`config.mk`:
```
export PLATFORM = sky130hd
export DESIGN_NAME = lcdsd_driver
export DESIGN_NICKNAME = d
export VERILOG_FILES = /design/src/lcdsd_pkg.sv /design/src/lcdsd_stream_if.sv /design/src/lcdsd_shreg.sv /design/src/lcdsd_fifo2.sv /design/src/lcdsd_driver.sv
export VERILOG_INCLUDE_DIRS = /design/src
export SDC_FILE = /design/constraint.sdc
export NUM_CORES = 1
export LEC_CHECK = 0
export BUFFER_PORTS_ARGS = -buffer_cell sky130_fd_sc_hd__buf_2
export CAP_MARGIN = 20
export CELL_PAD_IN_SITES_DETAIL_PLACEMENT = 2
export CELL_PAD_IN_SITES_GLOBAL_PLACEMENT = 2
export CORE_ASPECT_RATIO = 0.8
export CORE_MARGIN = 2
export CORE_UTILIZATION = 42
export CTS_CLUSTER_SIZE = 20
export DETAILED_ROUTE_END_ITERATION = 8
export PLACE_DENSITY = 0.83
export SYNTH_ARGS = -nofsm -noshare
export SYNTH_HDL_FRONTEND = slang
export SYNTH_HIERARCHICAL = 1
export SYNTH_SLANG_ARGS = --single-unit
```
`constraint.sdc`:
```
create_clock -name clk -period 1.8 [get_ports clk]
set_input_delay 0.36 -clock clk [delete_from_list [all_inputs] [get_ports clk]]
set_output_delay 0.36 -clock clk [all_outputs]
set_load 0.05 [all_outputs]
```
`src/lcdsd_defines.svh`:
```
// constants for the lcd segment shift and latch driver
// What this block does
// - the first serial input feeds a 20-bit shift register holding display bits 1 to 20.
// - the second serial input feeds a separate 20-bit shift register holding bits 21 to 40.
// - both registers advance one place on each falling edge of the shift clock.
// - the middle chain output is the last stage of the first register, 20 shifts late.
// - the end chain output is the last stage of the second register, 20 shifts late.
// - wiring the middle chain output to the second input makes one 40-bit register.
// - the end chain output may feed the first input of a following device.
// - while the latch strobe is high the latch passes the register contents through.
// - while the latch strobe is low the latch and the outputs hold their data.
// - each of the 40 segment outputs is driven by its own latch bit only.
// - a latched high bit gives the lowest level with frame high, the top level with it low.
// - a latched low bit gives one third with frame high, two thirds with it low.
`ifndef LCDSD_DEFINES_SVH
`define LCDSD_DEFINES_SVH

`define LCDSD_HALF_W       20
`define LCDSD_SEG_N        40
`define LCDSD_CODE_W       2
`define LCDSD_SR_RST       20'h00000
`define LCDSD_LATCH_RST    40'h00_0000_0000
`define LCDSD_SEG_RST      80'h0000_0000_0000_0000_0000

`endif

```
`src/lcdsd_pkg.sv`:
```
// types for the lcd segment shift and latch driver
package lcdsd_pkg;

    typedef enum logic [1:0] {
        LCDSD_BIAS_TOP        = 2'h0,
        LCDSD_BIAS_TWO_THIRDS = 2'h1,
        LCDSD_BIAS_ONE_THIRD  = 2'h2,
        LCDSD_BIAS_LOWEST     = 2'h3
    } lcdsd_bias_t;

    typedef logic [39:0] lcdsd_frame_t;

endpackage

```
`src/lcdsd_stream_if.sv`:
```
// valid/ready word channel between the driver's own modules
`timescale 1ns/1ps
`default_nettype none
interface lcdsd_stream_if #(
    parameter int W = 40
);
    logic         valid;
    logic         ready;
    logic [W-1:0] data;

    modport src (output valid, output data, input ready);
    modport snk (input valid, input data, output ready);
endinterface
`default_nettype wire

```
`src/lcdsd_shreg.sv`:
```
// one serial-in shift register with a chain output on its last stage
`timescale 1ns/1ps
`default_nettype none
module lcdsd_shreg
    import lcdsd_pkg::*;
#(
    parameter int W = 20
)(
    input  wire logic         clk,
    input  wire logic         nrst,
    input  wire logic         ce,
    input  wire logic         shift_en,
    input  wire logic         din,
    output logic [W-1:0] q,
    output logic         chain
);
    logic [W-1:0] q_ff;
    logic [W-1:0] nxt_q;

    // stage 0 takes the newest bit
    assign nxt_q = {q_ff[W-2:0], din};

    always_ff @(posedge clk or negedge nrst) begin
        if (!nrst) begin
            q_ff <= '0;
        end else if (ce && shift_en) begin
            q_ff <= nxt_q;
        end
    end

    assign q     = q_ff;
    assign chain = q_ff[W-1];
endmodule // lcdsd_shreg
`default_nettype wire

```
`src/lcdsd_fifo2.sv`:
```
// two-entry valid/ready buffer
`timescale 1ns/1ps
`default_nettype none
module lcdsd_fifo2
    import lcdsd_pkg::*;
#(
    parameter int W = 40
)(
    input  wire logic clk,
    input  wire logic nrst,
    input  wire logic ce,
    lcdsd_stream_if.snk in_if,
    lcdsd_stream_if.src out_if
);
    logic         v0_ff;
    logic         v1_ff;
    logic [W-1:0] d0_ff;
    logic [W-1:0] d1_ff;
    wire          push = ce & in_if.valid & ~v1_ff;
    wire          pop  = ce & out_if.ready & v0_ff;
    wire          nxt_v0 = v0_ff ? (~pop | v1_ff | push) : push;
    wire          nxt_v1 = (v1_ff & ~pop) | (v0_ff & push & ~pop);
    wire          ld0_from_d1 = pop & v1_ff;
    wire          ld0_from_in = push & (~v0_ff | (pop & ~v1_ff));
    wire          ld1_from_in = push & v0_ff & ~pop;

    always_ff @(posedge clk or negedge nrst) begin
        if (!nrst) begin
            v0_ff <= 1'b0;
            v1_ff <= 1'b0;
        end else if (ce) begin
            v0_ff <= nxt_v0;
            v1_ff <= nxt_v1;
        end
    end

    always_ff @(posedge clk or negedge nrst) begin
        if (!nrst) begin
            d0_ff <= '0;
            d1_ff <= '0;
        end else begin
            if (ld0_from_d1) begin
                d0_ff <= d1_ff;
            end else if (ld0_from_in) begin
                d0_ff <= in_if.data;
            end
            if (ld1_from_in) begin
                d1_ff <= in_if.data;
            end
        end
    end

    assign in_if.ready  = ~v1_ff;
    assign out_if.valid = v0_ff;
    assign out_if.data  = d0_ff;

    property p_full_holds;
        @(posedge clk) disable iff (!nrst)
        (ce && v1_ff && !out_if.ready) |=> (v1_ff && $stable(d0_ff) && $stable(d1_ff));
    endproperty
    a_full_holds: assert property (p_full_holds) else $error("full buffer lost a word");

    property p_order;
        @(posedge clk) disable iff (!nrst)
        (pop && v1_ff) |=> (v0_ff && d0_ff == $past(d1_ff));
    endproperty
    a_order: assert property (p_order) else $error("buffer words out of order");
endmodule // lcdsd_fifo2
`default_nettype wire

```
`src/lcdsd_driver.sv`:
```
// top of the lcd segment driver: two shift registers, latch, bias coder, snapshot stream
`timescale 1ns/1ps
`default_nettype none
`include "lcdsd_defines.svh"
module lcdsd_driver
    import lcdsd_pkg::*;
#(
    parameter int HALF_W = `LCDSD_HALF_W,
    parameter int SEG_N  = `LCDSD_SEG_N
)(
    input  wire logic                    clk,
    input  wire logic                    nrst,
    input  wire logic                    ce,
    input  wire logic                    shift_clock,
    input  wire logic                    serial_in_first_half,
    input  wire logic                    serial_in_second_half,
    input  wire logic                    latch_strobe,
    input  wire logic                    frame_alternate,
    output logic                         chain_mid_out,
    output logic                         chain_end_out,
    output logic [2*SEG_N-1:0]           segment_bias,
    output logic                         snap_valid,
    input  wire logic                    snap_ready,
    output logic [SEG_N-1:0]             snap_data,
    output logic                         snap_overrun
);
    // shift clock edge detection on the sampled pin
    logic                shift_clock_ff;
    logic                latch_strobe_ff;
    wire                 shift_fall = shift_clock_ff & ~shift_clock;

    always_ff @(posedge clk or negedge nrst) begin
        if (!nrst) begin
            shift_clock_ff  <= 1'b0;
            latch_strobe_ff <= 1'b0;
        end else if (ce) begin
            shift_clock_ff  <= shift_clock;
            latch_strobe_ff <= latch_strobe;
        end
    end

    // two independent halves; chaining is done by outside wiring
    logic [HALF_W-1:0]   sr_first_q;
    logic [HALF_W-1:0]   sr_second_q;

    lcdsd_shreg #(
        .W (HALF_W)
    ) u_sr_first (
        .clk      (clk),
        .nrst     (nrst),
        .ce       (ce),
        .shift_en (shift_fall),
        .din      (serial_in_first_half),
        .q        (sr_first_q),
        .chain    (chain_mid_out)
    );

    lcdsd_shreg #(
        .W (HALF_W)
    ) u_sr_second (
        .clk      (clk),
        .nrst     (nrst),
        .ce       (ce),
        .shift_en (shift_fall),
        .din      (serial_in_second_half),
        .q        (sr_second_q),
        .chain    (chain_end_out)
    );

    // segment n takes the bit shifted in n-th, i.e. the oldest stage first
    logic [SEG_N-1:0]    shift_all;

    genvar gi;
    generate
        for (gi = 0; gi < HALF_W; gi++) begin : g_map
            assign shift_all[gi]        = sr_first_q[HALF_W-1-gi];
            assign shift_all[HALF_W+gi] = sr_second_q[HALF_W-1-gi];
        end
    endgenerate

    // transparent while the strobe is high, holding while it is low
    logic [SEG_N-1:0]    latch_ff;
    wire                 latch_open = ce & latch_strobe;

    always_ff @(posedge clk or negedge nrst) begin
        if (!nrst) begin
            latch_ff <= `LCDSD_LATCH_RST;
        end else if (latch_open) begin
            latch_ff <= shift_all;
        end
    end

    // bias level coder, one latch bit in and a two-bit level out per segment
    logic [2*SEG_N-1:0]  nxt_segment_bias;
    logic [2*SEG_N-1:0]  segment_bias_ff;

    generate
        for (gi = 0; gi < SEG_N; gi++) begin : g_bias
            wire         sel_bit = latch_ff[gi];
            wire [1:0]   sel_code = frame_alternate ? LCDSD_BIAS_LOWEST
                                                    : LCDSD_BIAS_TOP;
            wire [1:0]   non_code = frame_alternate ? LCDSD_BIAS_ONE_THIRD
                                                    : LCDSD_BIAS_TWO_THIRDS;
            assign nxt_segment_bias[2*gi +: 2] = sel_bit ? sel_code : non_code;
        end
    endgenerate

    // frame_alternate may carry the common signal of a static panel as well
    always_ff @(posedge clk or negedge nrst) begin
        if (!nrst) begin
            segment_bias_ff <= `LCDSD_SEG_RST;
        end else if (ce) begin
            segment_bias_ff <= nxt_segment_bias;
        end
    end

    assign segment_bias = segment_bias_ff;

    // snapshot of the held latch each time the strobe closes
    wire                 snap_evt = ce & latch_strobe_ff & ~latch_strobe;
    logic                pend_ff;
    logic [SEG_N-1:0]    pend_data_ff;
    logic                overrun_ff;

    lcdsd_stream_if #(.W(SEG_N)) buf_in_if ();
    lcdsd_stream_if #(.W(SEG_N)) buf_out_if ();

    assign buf_in_if.valid = pend_ff;
    assign buf_in_if.data  = pend_data_ff;

    wire                 pend_taken = ce & pend_ff & buf_in_if.ready;
    wire                 pend_lost  = snap_evt & pend_ff & ~buf_in_if.ready;

    // a waiting snapshot stalls here until the buffer takes it or a newer snapshot overwrites it
    always_ff @(posedge clk or negedge nrst) begin
        if (!nrst) begin
            pend_ff      <= 1'b0;
            pend_data_ff <= `LCDSD_LATCH_RST;
        end else if (snap_evt) begin
            pend_ff      <= 1'b1;
            pend_data_ff <= latch_ff;
        end else if (pend_taken) begin
            pend_ff      <= 1'b0;
        end
    end

    // sticky until reset
    always_ff @(posedge clk or negedge nrst) begin
        if (!nrst) begin
            overrun_ff <= 1'b0;
        end else if (pend_lost) begin
            overrun_ff <= 1'b1;
        end
    end

    lcdsd_fifo2 #(
        .W (SEG_N)
    ) u_buf (
        .clk    (clk),
        .nrst   (nrst),
        .ce     (ce),
        .in_if  (buf_in_if),
        .out_if (buf_out_if)
    );

    assign buf_out_if.ready = snap_ready;
    assign snap_valid       = buf_out_if.valid;
    assign snap_data        = buf_out_if.data;
    assign snap_overrun     = overrun_ff;

    // checks
    property p_first_shift_in;
        @(posedge clk) disable iff (!nrst)
        (ce && shift_fall) |=> (sr_first_q[0] == $past(serial_in_first_half)
                                && sr_first_q[HALF_W-1:1] == $past(sr_first_q[HALF_W-2:0]));
    endproperty
    a_first_shift_in: assert property (p_first_shift_in) else $error("first half shift wrong");

    property p_second_shift_in;
        @(posedge clk) disable iff (!nrst)
        (ce && shift_fall) |=> (sr_second_q[0] == $past(serial_in_second_half)
                                && sr_second_q[HALF_W-1:1] == $past(sr_second_q[HALF_W-2:0]));
    endproperty
    a_second_shift_in: assert property (p_second_shift_in) else $error("second half shift wrong");

    property p_no_edge_no_shift;
        @(posedge clk) disable iff (!nrst)
        !(ce && shift_fall) |=> ($stable(sr_first_q) && $stable(sr_second_q));
    endproperty
    a_no_edge_no_shift: assert property (p_no_edge_no_shift) else $error("shift without edge");

    property p_rise_no_shift;
        @(posedge clk) disable iff (!nrst)
        (ce && !shift_clock_ff && shift_clock) |=> $stable(sr_first_q);
    endproperty
    a_rise_no_shift: assert property (p_rise_no_shift) else $error("shifted on rising edge");

    property p_mid_chain;
        @(posedge clk) disable iff (!nrst)
        (ce && shift_fall) |=> (chain_mid_out == $past(sr_first_q[HALF_W-2]));
    endproperty
    a_mid_chain: assert property (p_mid_chain) else $error("middle chain output wrong");

    property p_end_chain;
        @(posedge clk) disable iff (!nrst)
        (ce && shift_fall) |=> (chain_end_out == $past(sr_second_q[HALF_W-2]));
    endproperty
    a_end_chain: assert property (p_end_chain) else $error("end chain output wrong");

    property p_latch_pass;
        @(posedge clk) disable iff (!nrst)
        (ce && latch_strobe) |=> (latch_ff[0] == $past(sr_first_q[HALF_W-1])
                                  && latch_ff[SEG_N-1] == $past(sr_second_q[0]));
    endproperty
    a_latch_pass: assert property (p_latch_pass) else $error("latch not transparent");

    property p_latch_hold;
        @(posedge clk) disable iff (!nrst)
        (!latch_strobe || !ce) |=> $stable(latch_ff);
    endproperty
    a_latch_hold: assert property (p_latch_hold) else $error("latch moved while closed");

    property p_outputs_hold;
        @(posedge clk) disable iff (!nrst)
        (ce && !latch_strobe && $stable(frame_alternate)) ##1
        (ce && !latch_strobe && $stable(frame_alternate)) |=> $stable(segment_bias);
    endproperty
    a_outputs_hold: assert property (p_outputs_hold) else $error("outputs moved while held");

    property p_seg_first;
        @(posedge clk) disable iff (!nrst)
        ce |=> (segment_bias[1:0] == ($past(latch_ff[0])
                ? ($past(frame_alternate) ? 2'h3 : 2'h0)
                : ($past(frame_alternate) ? 2'h2 : 2'h1)));
    endproperty
    a_seg_first: assert property (p_seg_first) else $error("segment 1 level wrong");

    property p_seg_last;
        @(posedge clk) disable iff (!nrst)
        (ce && !latch_ff[SEG_N-1]) |=>
        (segment_bias[2*SEG_N-1 -: 2] == ($past(frame_alternate) ? 2'h2 : 2'h1));
    endproperty
    a_seg_last: assert property (p_seg_last) else $error("segment 40 level wrong");

    property p_seg_own_bit;
        @(posedge clk) disable iff (!nrst)
        (ce && $stable(frame_alternate) && latch_ff[0] == $past(latch_ff[0])
         && latch_ff[1] != $past(latch_ff[1])) |=>
        (segment_bias[1:0] == $past(segment_bias[1:0]));
    endproperty
    a_seg_own_bit: assert property (p_seg_own_bit) else $error("segment 1 follows a neighbour");

    property p_snap_capture;
        @(posedge clk) disable iff (!nrst)
        snap_evt |=> (pend_ff && pend_data_ff == $past(latch_ff));
    endproperty
    a_snap_capture: assert property (p_snap_capture) else $error("snapshot not captured");

    property p_overrun;
        @(posedge clk) disable iff (!nrst)
        pend_lost |=> snap_overrun;
    endproperty
    a_overrun: assert property (p_overrun) else $error("overrun not flagged");
endmodule // lcdsd_driver
`default_nettype wire

```
## Word-level counts from Yosys, hierarchy flattened

Index checks and enable logic that the tools add are counted.

| storage, ports and cells | value |
|---|---|
| bits of input ports | 9 |
| ROM bits | 0 |
| latch bits | 0 |
| memories kept | 0 |
| output and inout port bits | 124 |
| memory bits (writable) | 0 |
| register bits | 286 |
| word-level logic and storage cells | 88 |

| cells by class | value |
|---|---|
| shift operators | 0 |
| add/subtract/negate cells | 0 |
| bitwise gates (word level) | 25 |
| eq/ne operators | 0 |
| multiply operators | 0 |
| div/mod/pow operators | 0 |
| mux-type cells | 47 |
| reduce and logical (&&, ||, !) cells | 3 |
| $lt $le $gt $ge | 0 |

Operator list:

| cell | count |
|---|---|
| 2-bit two-way mux | 42 |
| 40-bit two-way mux | 2 |
| 1-bit AND | 16 |
| 1-bit NOT | 5 |
| 1-bit OR | 4 |
| 2-bit nonzero test | 2 |
| 1-bit two-way mux | 3 |
| 1-bit logical AND | 1 |

## Depth between registers and ports, before layout

Gate-level depths: netlist of the first run.

| logic depth | value |
|---|---|
| word-level depth | 7 |
| gate-level depth with buffers | 4 |
| gate-level depth less buffers | 3 |

## Hierarchy

Netlist of the first run, hierarchy kept.

Modules (own cells, without submodules):

| module | area each (µm²) | cells each | times used | sequential area each (µm²) |
|---|---|---|---|---|
| lcdsd_driver | 5,341.4 | 353 | 1 | 3,128.0 |
| lcdsd_fifo2 | 3,948.8 | 227 | 1 | 2,052.0 |
| lcdsd_shreg | 837.1 | 44 | 2 | 500.5 |

## Worst setup path before layout of the first run

No wires, ideal clock.

| timing path | value |
|---|---|
| path kind | register -> output |
| start | register, netlist name segment_bias[77] |
| end | output port segment_bias[11] |
| stages on the path, launching flop included | 2 |
| required time | 1.440 ns |
| arrival | 1.545 ns |
| setup slack | -0.105 ns |
| path buffers | 1 |
| cells stage by stage | dfrtp_1 buf_4 |

RTL lines:

| what | RTL line | source |
|---|---|---|
| end: declaration | lcdsd_driver.sv:21 | `output logic [2*SEG_N-1:0] segment_bias,` |

## Final worst setup path of the first run

| timing path | value |
|---|---|
| start | register u_buf.v1_ff |
| end | register u_buf.d1_ff[21] |

| between the ends | value |
|---|---|
| word-level cells in the longest chain between the ends | 4 |

Ends and longest elaborated chain:

| what | RTL line | source |
|---|---|---|
| start: declaration | lcdsd_fifo2.sv:16 | `logic v1_ff;` |
| start signal: assignment | lcdsd_fifo2.sv:33 | `v1_ff <= nxt_v1;` |
| 1-bit NOT | lcdsd_fifo2.sv:19 | `wire push = ce & in_if.valid & ~v1_ff;` |
| 1-bit AND | lcdsd_fifo2.sv:19 |  |
| 1-bit AND (2 in a row) | lcdsd_fifo2.sv:25 | `wire ld1_from_in = push & v0_ff & ~pop;` |
| end signal: assignment | lcdsd_fifo2.sv:48 | `d1_ff <= in_if.data;` |
| end: declaration | lcdsd_fifo2.sv:18 | `logic [W-1:0] d1_ff;` |

Every way passes these cells.
A chain may end at the register's enable or synchronous reset.

==> impl_metrics.csv, run 1 <==
group,metric,value,unit
synthesis,synth.most_common_cell,"dfrtp_1",
setup_path,path_class,"reg -> reg",
synthesis,synth_common_cells,"dfrtp_1, mux2_4, mux2_2, buf_4, mux2_1",
synthesis,ys_types,23,
synthesis,yosysSeqAreaShare,0.564,
setup_path,start_kind,"flip-flop",
pwr,power_frac_seq,0.404,
setup_path,r2r_slack,0.001,ns
sta,rsz0062_at_grt,"yes",
setup_path,crit_path_end,"u_buf/d1_ff[21]",
synthesis,syn_area,11000,µm²
synthesis,synth_area_leaders,"dfrtp_1, mux2_4, mux2_2",
clocking,clock_path_buffers,3,
pwr,p_comb_frac,0.284,
die,std_cell_rows,52,
detailed_routing,viasPerCell,5.04,
pwr,ir_worst_vdd,0.726,mV
clocking,clk_pin_slew,0.07,ns
setup_path,rr_worst_depth,5,
grt,grt_max_degree,58,
clocking,h-tree-depth,1,
pwr,p_int,12300,µW
detailed_routing,drc,0,
detailed_routing,via_count,5827,
placement,hpwlAfterDp,17200,µm
final_layout,postLayoutCellArea,12900,µm²
detailed_routing,wire_per_inst,25.1,µm
placement,dpl_cell_area,11900,µm²
clocking,tritoncts,"done",
setup_path,critPathMaxFanout,18,
synthesis,yosysTopAreaCellShare,0.564,
grt,antenna_found_initial,0,
placement,place_inst,1100,
grt,grt_pass1_vias,6827,
die,die_h,149,µm
pwr,power.switching,6460,µW
die,die_area,27400,µm²
clocking,clk_root_buffer_cell,"clkbuf_16",
die,chipWidth,185,µm
sta,setup_violations,0,
synthesis,netlist_instances,668,
setup_path,arrival,2.20,ns
final_layout,syn_to_final_growth,17.8,%
pwr,power_frac_clock,0.312,
setup_path,required,2.21,ns
sta,fin_ws,0.00137,ns
detailed_routing,wl,29000,µm
die,io_pins,133,
sta,worst_pin_slew,0.498,ns
synthesis,synth-edff-count,0,
final_layout,final_cells,1156,
final_layout,drive_gt1_frac,0.569,
synthesis,syn-num-nets,677,
synthesis,syn_avg_cell_area,16.4,µm²
final_layout,final_core_utilization,0.507,
setup_path,worst_setup_path_end_kind,"flip-flop",
detailed_routing,ant_nets,0,
sta,finalCritPeriodShare,0.999,
final_layout,finalNetCount,795,
sta,maxSlewHeadroom,0.668,
sta,fmax,0.556,GHz
pwr,powerDensity,1450,nW/µm²
pwr,swShare,0.345,
synthesis,yosysWarnings,6,
placement,routabilityCongestion,0.731,
clocking,cts_buffers,26,
pwr,p_leak,0.00656,µW
synthesis,yosysTopAreaCell,"dfrtp_1",
grt,grt_pass1_wl,44400,µm
die,coreArea,25500,µm²
setup_path,reg2reg_to,"u_buf/d1_ff[21]",
min_path,hold_path_class,"in -> reg",
detailed_routing,drtIter0Drc,249,
grt,grt.overflow.total,0,
clocking,clk_latency,0.53,ns
sta,maxSlewViolCount,0,
grt,track_usage,0.214,
synthesis,async_reset_ff_frac,1.00,
final_layout,diodes,0,
sta,hold_viol,0,
clocking,clock-sinks,247,
die,initial_core_util,0.430,
setup_path,crit_start,"u_buf/v1_ff",
sta,worst_hold_slack,0.0842,ns
placement,port_buffers,132,
synthesis,synth_ff_type,"dfrtp_1",
detailed_routing,first_pass_iters,4,
sta,period_needed,1.80,ns
outcome,outcome,"finished, final reports clean",
setup_path,r2r-start,"u_buf/v1_ff",
synthesis,synth-seq-cells,247,
flow_run,cap_violations,0,
sta,finClkSkew,0.0109,ns
placement,post-place-ws,-0.121,ns
[what timing repair did]
item                                    CTS  global route
buffers inserted                          2             4
resized for setup                         5             3
endpoints found under the setup margin   92            58
hold buffers                              1             0
gates cloned                              1             1
pin swaps                                 1             1
endpoints found under the hold margin    50             0
[placed cells by master (no fill, tap or decap), types with 2 or more instances in the layout]
cell       instances
inv_1              2
clkbuf_1           3
o21ai_0            2
bufinv_16          4
buf_8              2
buf_12            18
dfrtp_2            2
dfrtp_1          244
xnor2_1           40
buf_6              2
buf_2            130
clkbuf_8           6
mux2_1            44
clkbuf_16         28
mux2_2           118
buf_4              9
nand2_2            3
mux2_4           120
a31oi_1            2
clkinv_2           7
nand2_1            4
nand3b_1           2
[worst min path at each step]
| stage | start | endpoint | slack, ns | cells after the start |
|---|---|---|---|---|
| 3_5_place_dp | nrst | u_buf/d1_ff[36] | 0.33 | 1 |
| 6_report | serial_in_first_half | u_sr_first/q[0] | 0.08 | 2 |
| 5_1_grt | serial_in_first_half | u_sr_first/q[0] | 0.08 | 2 |
| 3_3_place_gp | nrst | u_buf/d1_ff[36] | 0.32 | 1 |
| 4_1_cts | serial_in_first_half | u_sr_first/q[0] | 0.07 | 2 |
| 2_1_floorplan | nrst | buf_in_if.data[0] | 0.06 | 0 |
[power groups by stage]
stage                     Combinational [µW]  Clock [µW]  Sequential [µW]
after global placement                  4850           0             7450
after global routing                    5570        6200             7690
final                                   5320        5840             7560
after floorplan                         2620           0             8680
after CTS                               5250        6000             7580
after detailed placement                5060           0             7610
[cells by family (layout without fill, tap and decap cells)]
family / Yosys count / in the layout / synth area share
DFF: 247 / 247 / 0.564
buffers and inverters: 77 / 214 / 0.0568
and+or+nand+nor: 15 / 15 / 0.0116
AOI/OAI and AO/OA: 7 / 7 / 0.00514
muxes: 282 / 282 / 0.331
xor gates and xnor gates: 40 / 40 / 0.0320
[stage by stage]
stage               TNS, ns  power (µW)
finish                    0       18700
global route         -0.403       19500
CTS                   -2.06       18800
detailed placement    -3.99       12700
global placement          0       12300
floorplan                 0       11300
[layer usage]
metal,track usage,vias to the layer above,share of wire
li1,-,2512,-
met1,0.272,3138,0.42
met2,0.383,125,0.52
met3,0.0284,52,0.027
met4,0.0643,0,0.028
met5,0,-,0
[registers in the layout (all words and copies together), names as in the netlist]
signal / cells
shift_clock_ff: 1
u_buf/out_if.data: 40
u_sr_second/q: 20
segment_bias: 41
u_sr_first/q: 20
latch_ff: 40
buf_in_if.data: 40
u_buf/v1_ff: 1
buf_in_if.valid: 1
latch_strobe_ff: 1
u_buf/d1_ff: 40
snap_overrun: 1
u_buf/out_if.valid: 1
[worst max-delay path, stage by stage (launching register included)]
cell,delay (ns)
dfrtp_2,0.41
nand3b_1,0.27
nor3b_4,0.23
buf_6,0.18
buf_12,0.19
mux2_2,0.38
[cell type report]
class                           count  area (µm²)
Fill cell                        2355       12600
Tap cell                          351         439
Clock inverter                     11         155
Multi-Input combinational cell    344        4160
Timing Repair Buffer              165        1200
Inverter                            2        7.51
Sequential cell                   247        6190
Clock buffer                       36         769
Power figures use the tool's default switching activity.
==> inputs of run 2 (changes only) <==
RECOVER_POWER = 50   (was unset)
==> impl_metrics.csv, run 2 (synthesis results as in run 1) <==
group,metric,value,unit
final_layout,drive_gt1_frac,0.568,
die,io_pins,133,
placement,hpwlAfterDp,17200,µm
setup_path,r2r_slack,-0.01,ns
setup_path,rr_worst_depth,5,
final_layout,syn_to_final_growth,17.8,%
pwr,p_leak,0.00656,µW
clocking,clk_pin_slew,0.07,ns
grt,grt_use_met1,0.272,
final_layout,final_core_utilization,0.506,
final_layout,layout_common_cells,"dfrtp_1, buf_2, mux2_4",
clocking,clk_latency,0.53,ns
min_path,whs_path_depth,2,
flow_run,cap_violations,0,
outcome,outcome,"finished with violations",
pwr,ir_worst_vdd,0.726,mV
clocking,tritoncts,"done",
grt,antenna_found_initial,0,
grt,grt_pass1_wl,44400,µm
grt,grt_max_degree,58,
sta,period_needed,1.81,ns
sta,fin_ws,-0.0139,ns
clocking,cts_buffers,26,
grt,met2_usage,0.383,
detailed_routing,first_pass_iters,4,
detailed_routing,drc,0,
sta,hold_viol,0,
grt,grt.overflow.total,0,
placement,dpl_cell_area,11900,µm²
clocking,h-tree-depth,1,
detailed_routing,drtIter0Drc,249,
placement,routabilityCongestion,0.731,
final_layout,largest_register_ffs,41,
setup_path,worst_setup_path_end_kind,"flip-flop",
setup_path,path_class,"reg -> reg",
detailed_routing,viasPerCell,5.04,
clocking,clock-sinks,247,
sta,tns,-0.0139,ns
setup_path,required,2.21,ns
setup_path,crit_start,"u_buf/v1_ff",
min_path,hold_start,"serial_in_first_half",
clocking,clock_path_buffers,3,
die,initial_core_util,0.430,
final_layout,finalNetCount,795,
sta,fmax,0.551,GHz
setup_path,r2r-start,"u_buf/v1_ff",
sta,finalCritPeriodShare,1.01,
detailed_routing,via_count,5827,
grt,top_usage_layer,"met2",
grt,track_usage,0.214,
sta,rsz0062_at_grt,"yes",
clocking,clk_root_buffer_cell,"clkbuf_16",
setup_path,start_kind,"flip-flop",
sta,maxSlewViolCount,0,
pwr,powerDensity,1450,nW/µm²
detailed_routing,wl,29000,µm
detailed_routing,ant_nets,0,
min_path,hold_path_class,"in -> reg",
die,coreArea,25500,µm²
die,die_area,27400,µm²
sta,maxSlewHeadroom,0.395,
placement,port_buffers,132,
grt,grt_pass1_vias,6827,
detailed_routing,wire_per_inst,25.1,µm
setup_path,arrival,2.22,ns
outcome,failed_checks,"setup timing",
final_layout,final_common_cell,"dfrtp_1",
die,chipWidth,185,µm
sta,setup_violations,1,
final_layout,postLayoutCellArea,12900,µm²
sta,finClkSkew,0.0109,ns
final_layout,diodes,0,
die,std_cell_rows,52,
setup_path,critPathMaxFanout,18,
die,die_h,149,µm
grt,grt_util_met3,0.0284,
sta,worst_pin_slew,0.907,ns
## run 2: changes by cell type in the layout (fill, tap and decap cells not counted)
cell / previous run / this run
clkbuf_1: 3 / 4
clkbuf_4: 1 / 2
buf_8: 2 / 1
buf_2: 130 / 129
## run 2: critical path: stages, from the launching register on
cell and delay [ns]:
dfrtp_2 0.42, nand3b_1 0.27, nor3b_4 0.24, buf_6 0.18
buf_12 0.19, mux2_2 0.38
## run 2: final timing paths
check	end
setup reg to reg	u_buf/d1_ff[21]
max in group asynchronous	latch_ff[21]
setup / recovery	u_buf/d1_ff[21]
min in group asynchronous	u_buf/d1_ff[36]
hold / removal	u_sr_first/q[0]
hold reg to reg	u_buf/d1_ff[4]
## run 2: per-stage QoR
stage	setup WS [ns]	total power [µW]	hold WS, ns	std cells
after floorplan	0.119	11300	0.0644	668
after global placement	0.0403	12300	0.325	1100
after detailed placement	-0.121	12700	0.334	1100
after CTS	-0.0557	18800	0.0717	1151
after global routing	-0.0517	19500	0.0837	1156
final	-0.0139	18700	0.0842	1156
## run 2: per-layer routing
layer  part of all wire  routed length, µm
met5                  0                  0
met4              0.028                817
met3              0.027                786
met2               0.52              15100
met1               0.42              12300
## run 2: cell type report
cell class	count	area, µm²
Clock buffer	36	769
Clock inverter	11	155
Fill cell	2356	12600
Inverter	2	7.51
Multi-Input combinational cell	344	4160
Sequential cell	247	6190
Tap cell	351	439
Timing Repair Buffer	165	1190
## run 2: repair_timing
item,CTS,global route
hold endpoints to repair,50,0
buffers inserted,2,4
setup endpoints to repair,92,58
gates cloned,1,1
resized for setup,5,3
pin swaps,1,1
hold buffers,1,0
## run 2: report_power, final
group	leakage (µW)	switching, µW	internal (µW)
Combinational	0.00283	3210	2120
Clock	0.000463	2290	3550
Sequential	0.00326	964	6590
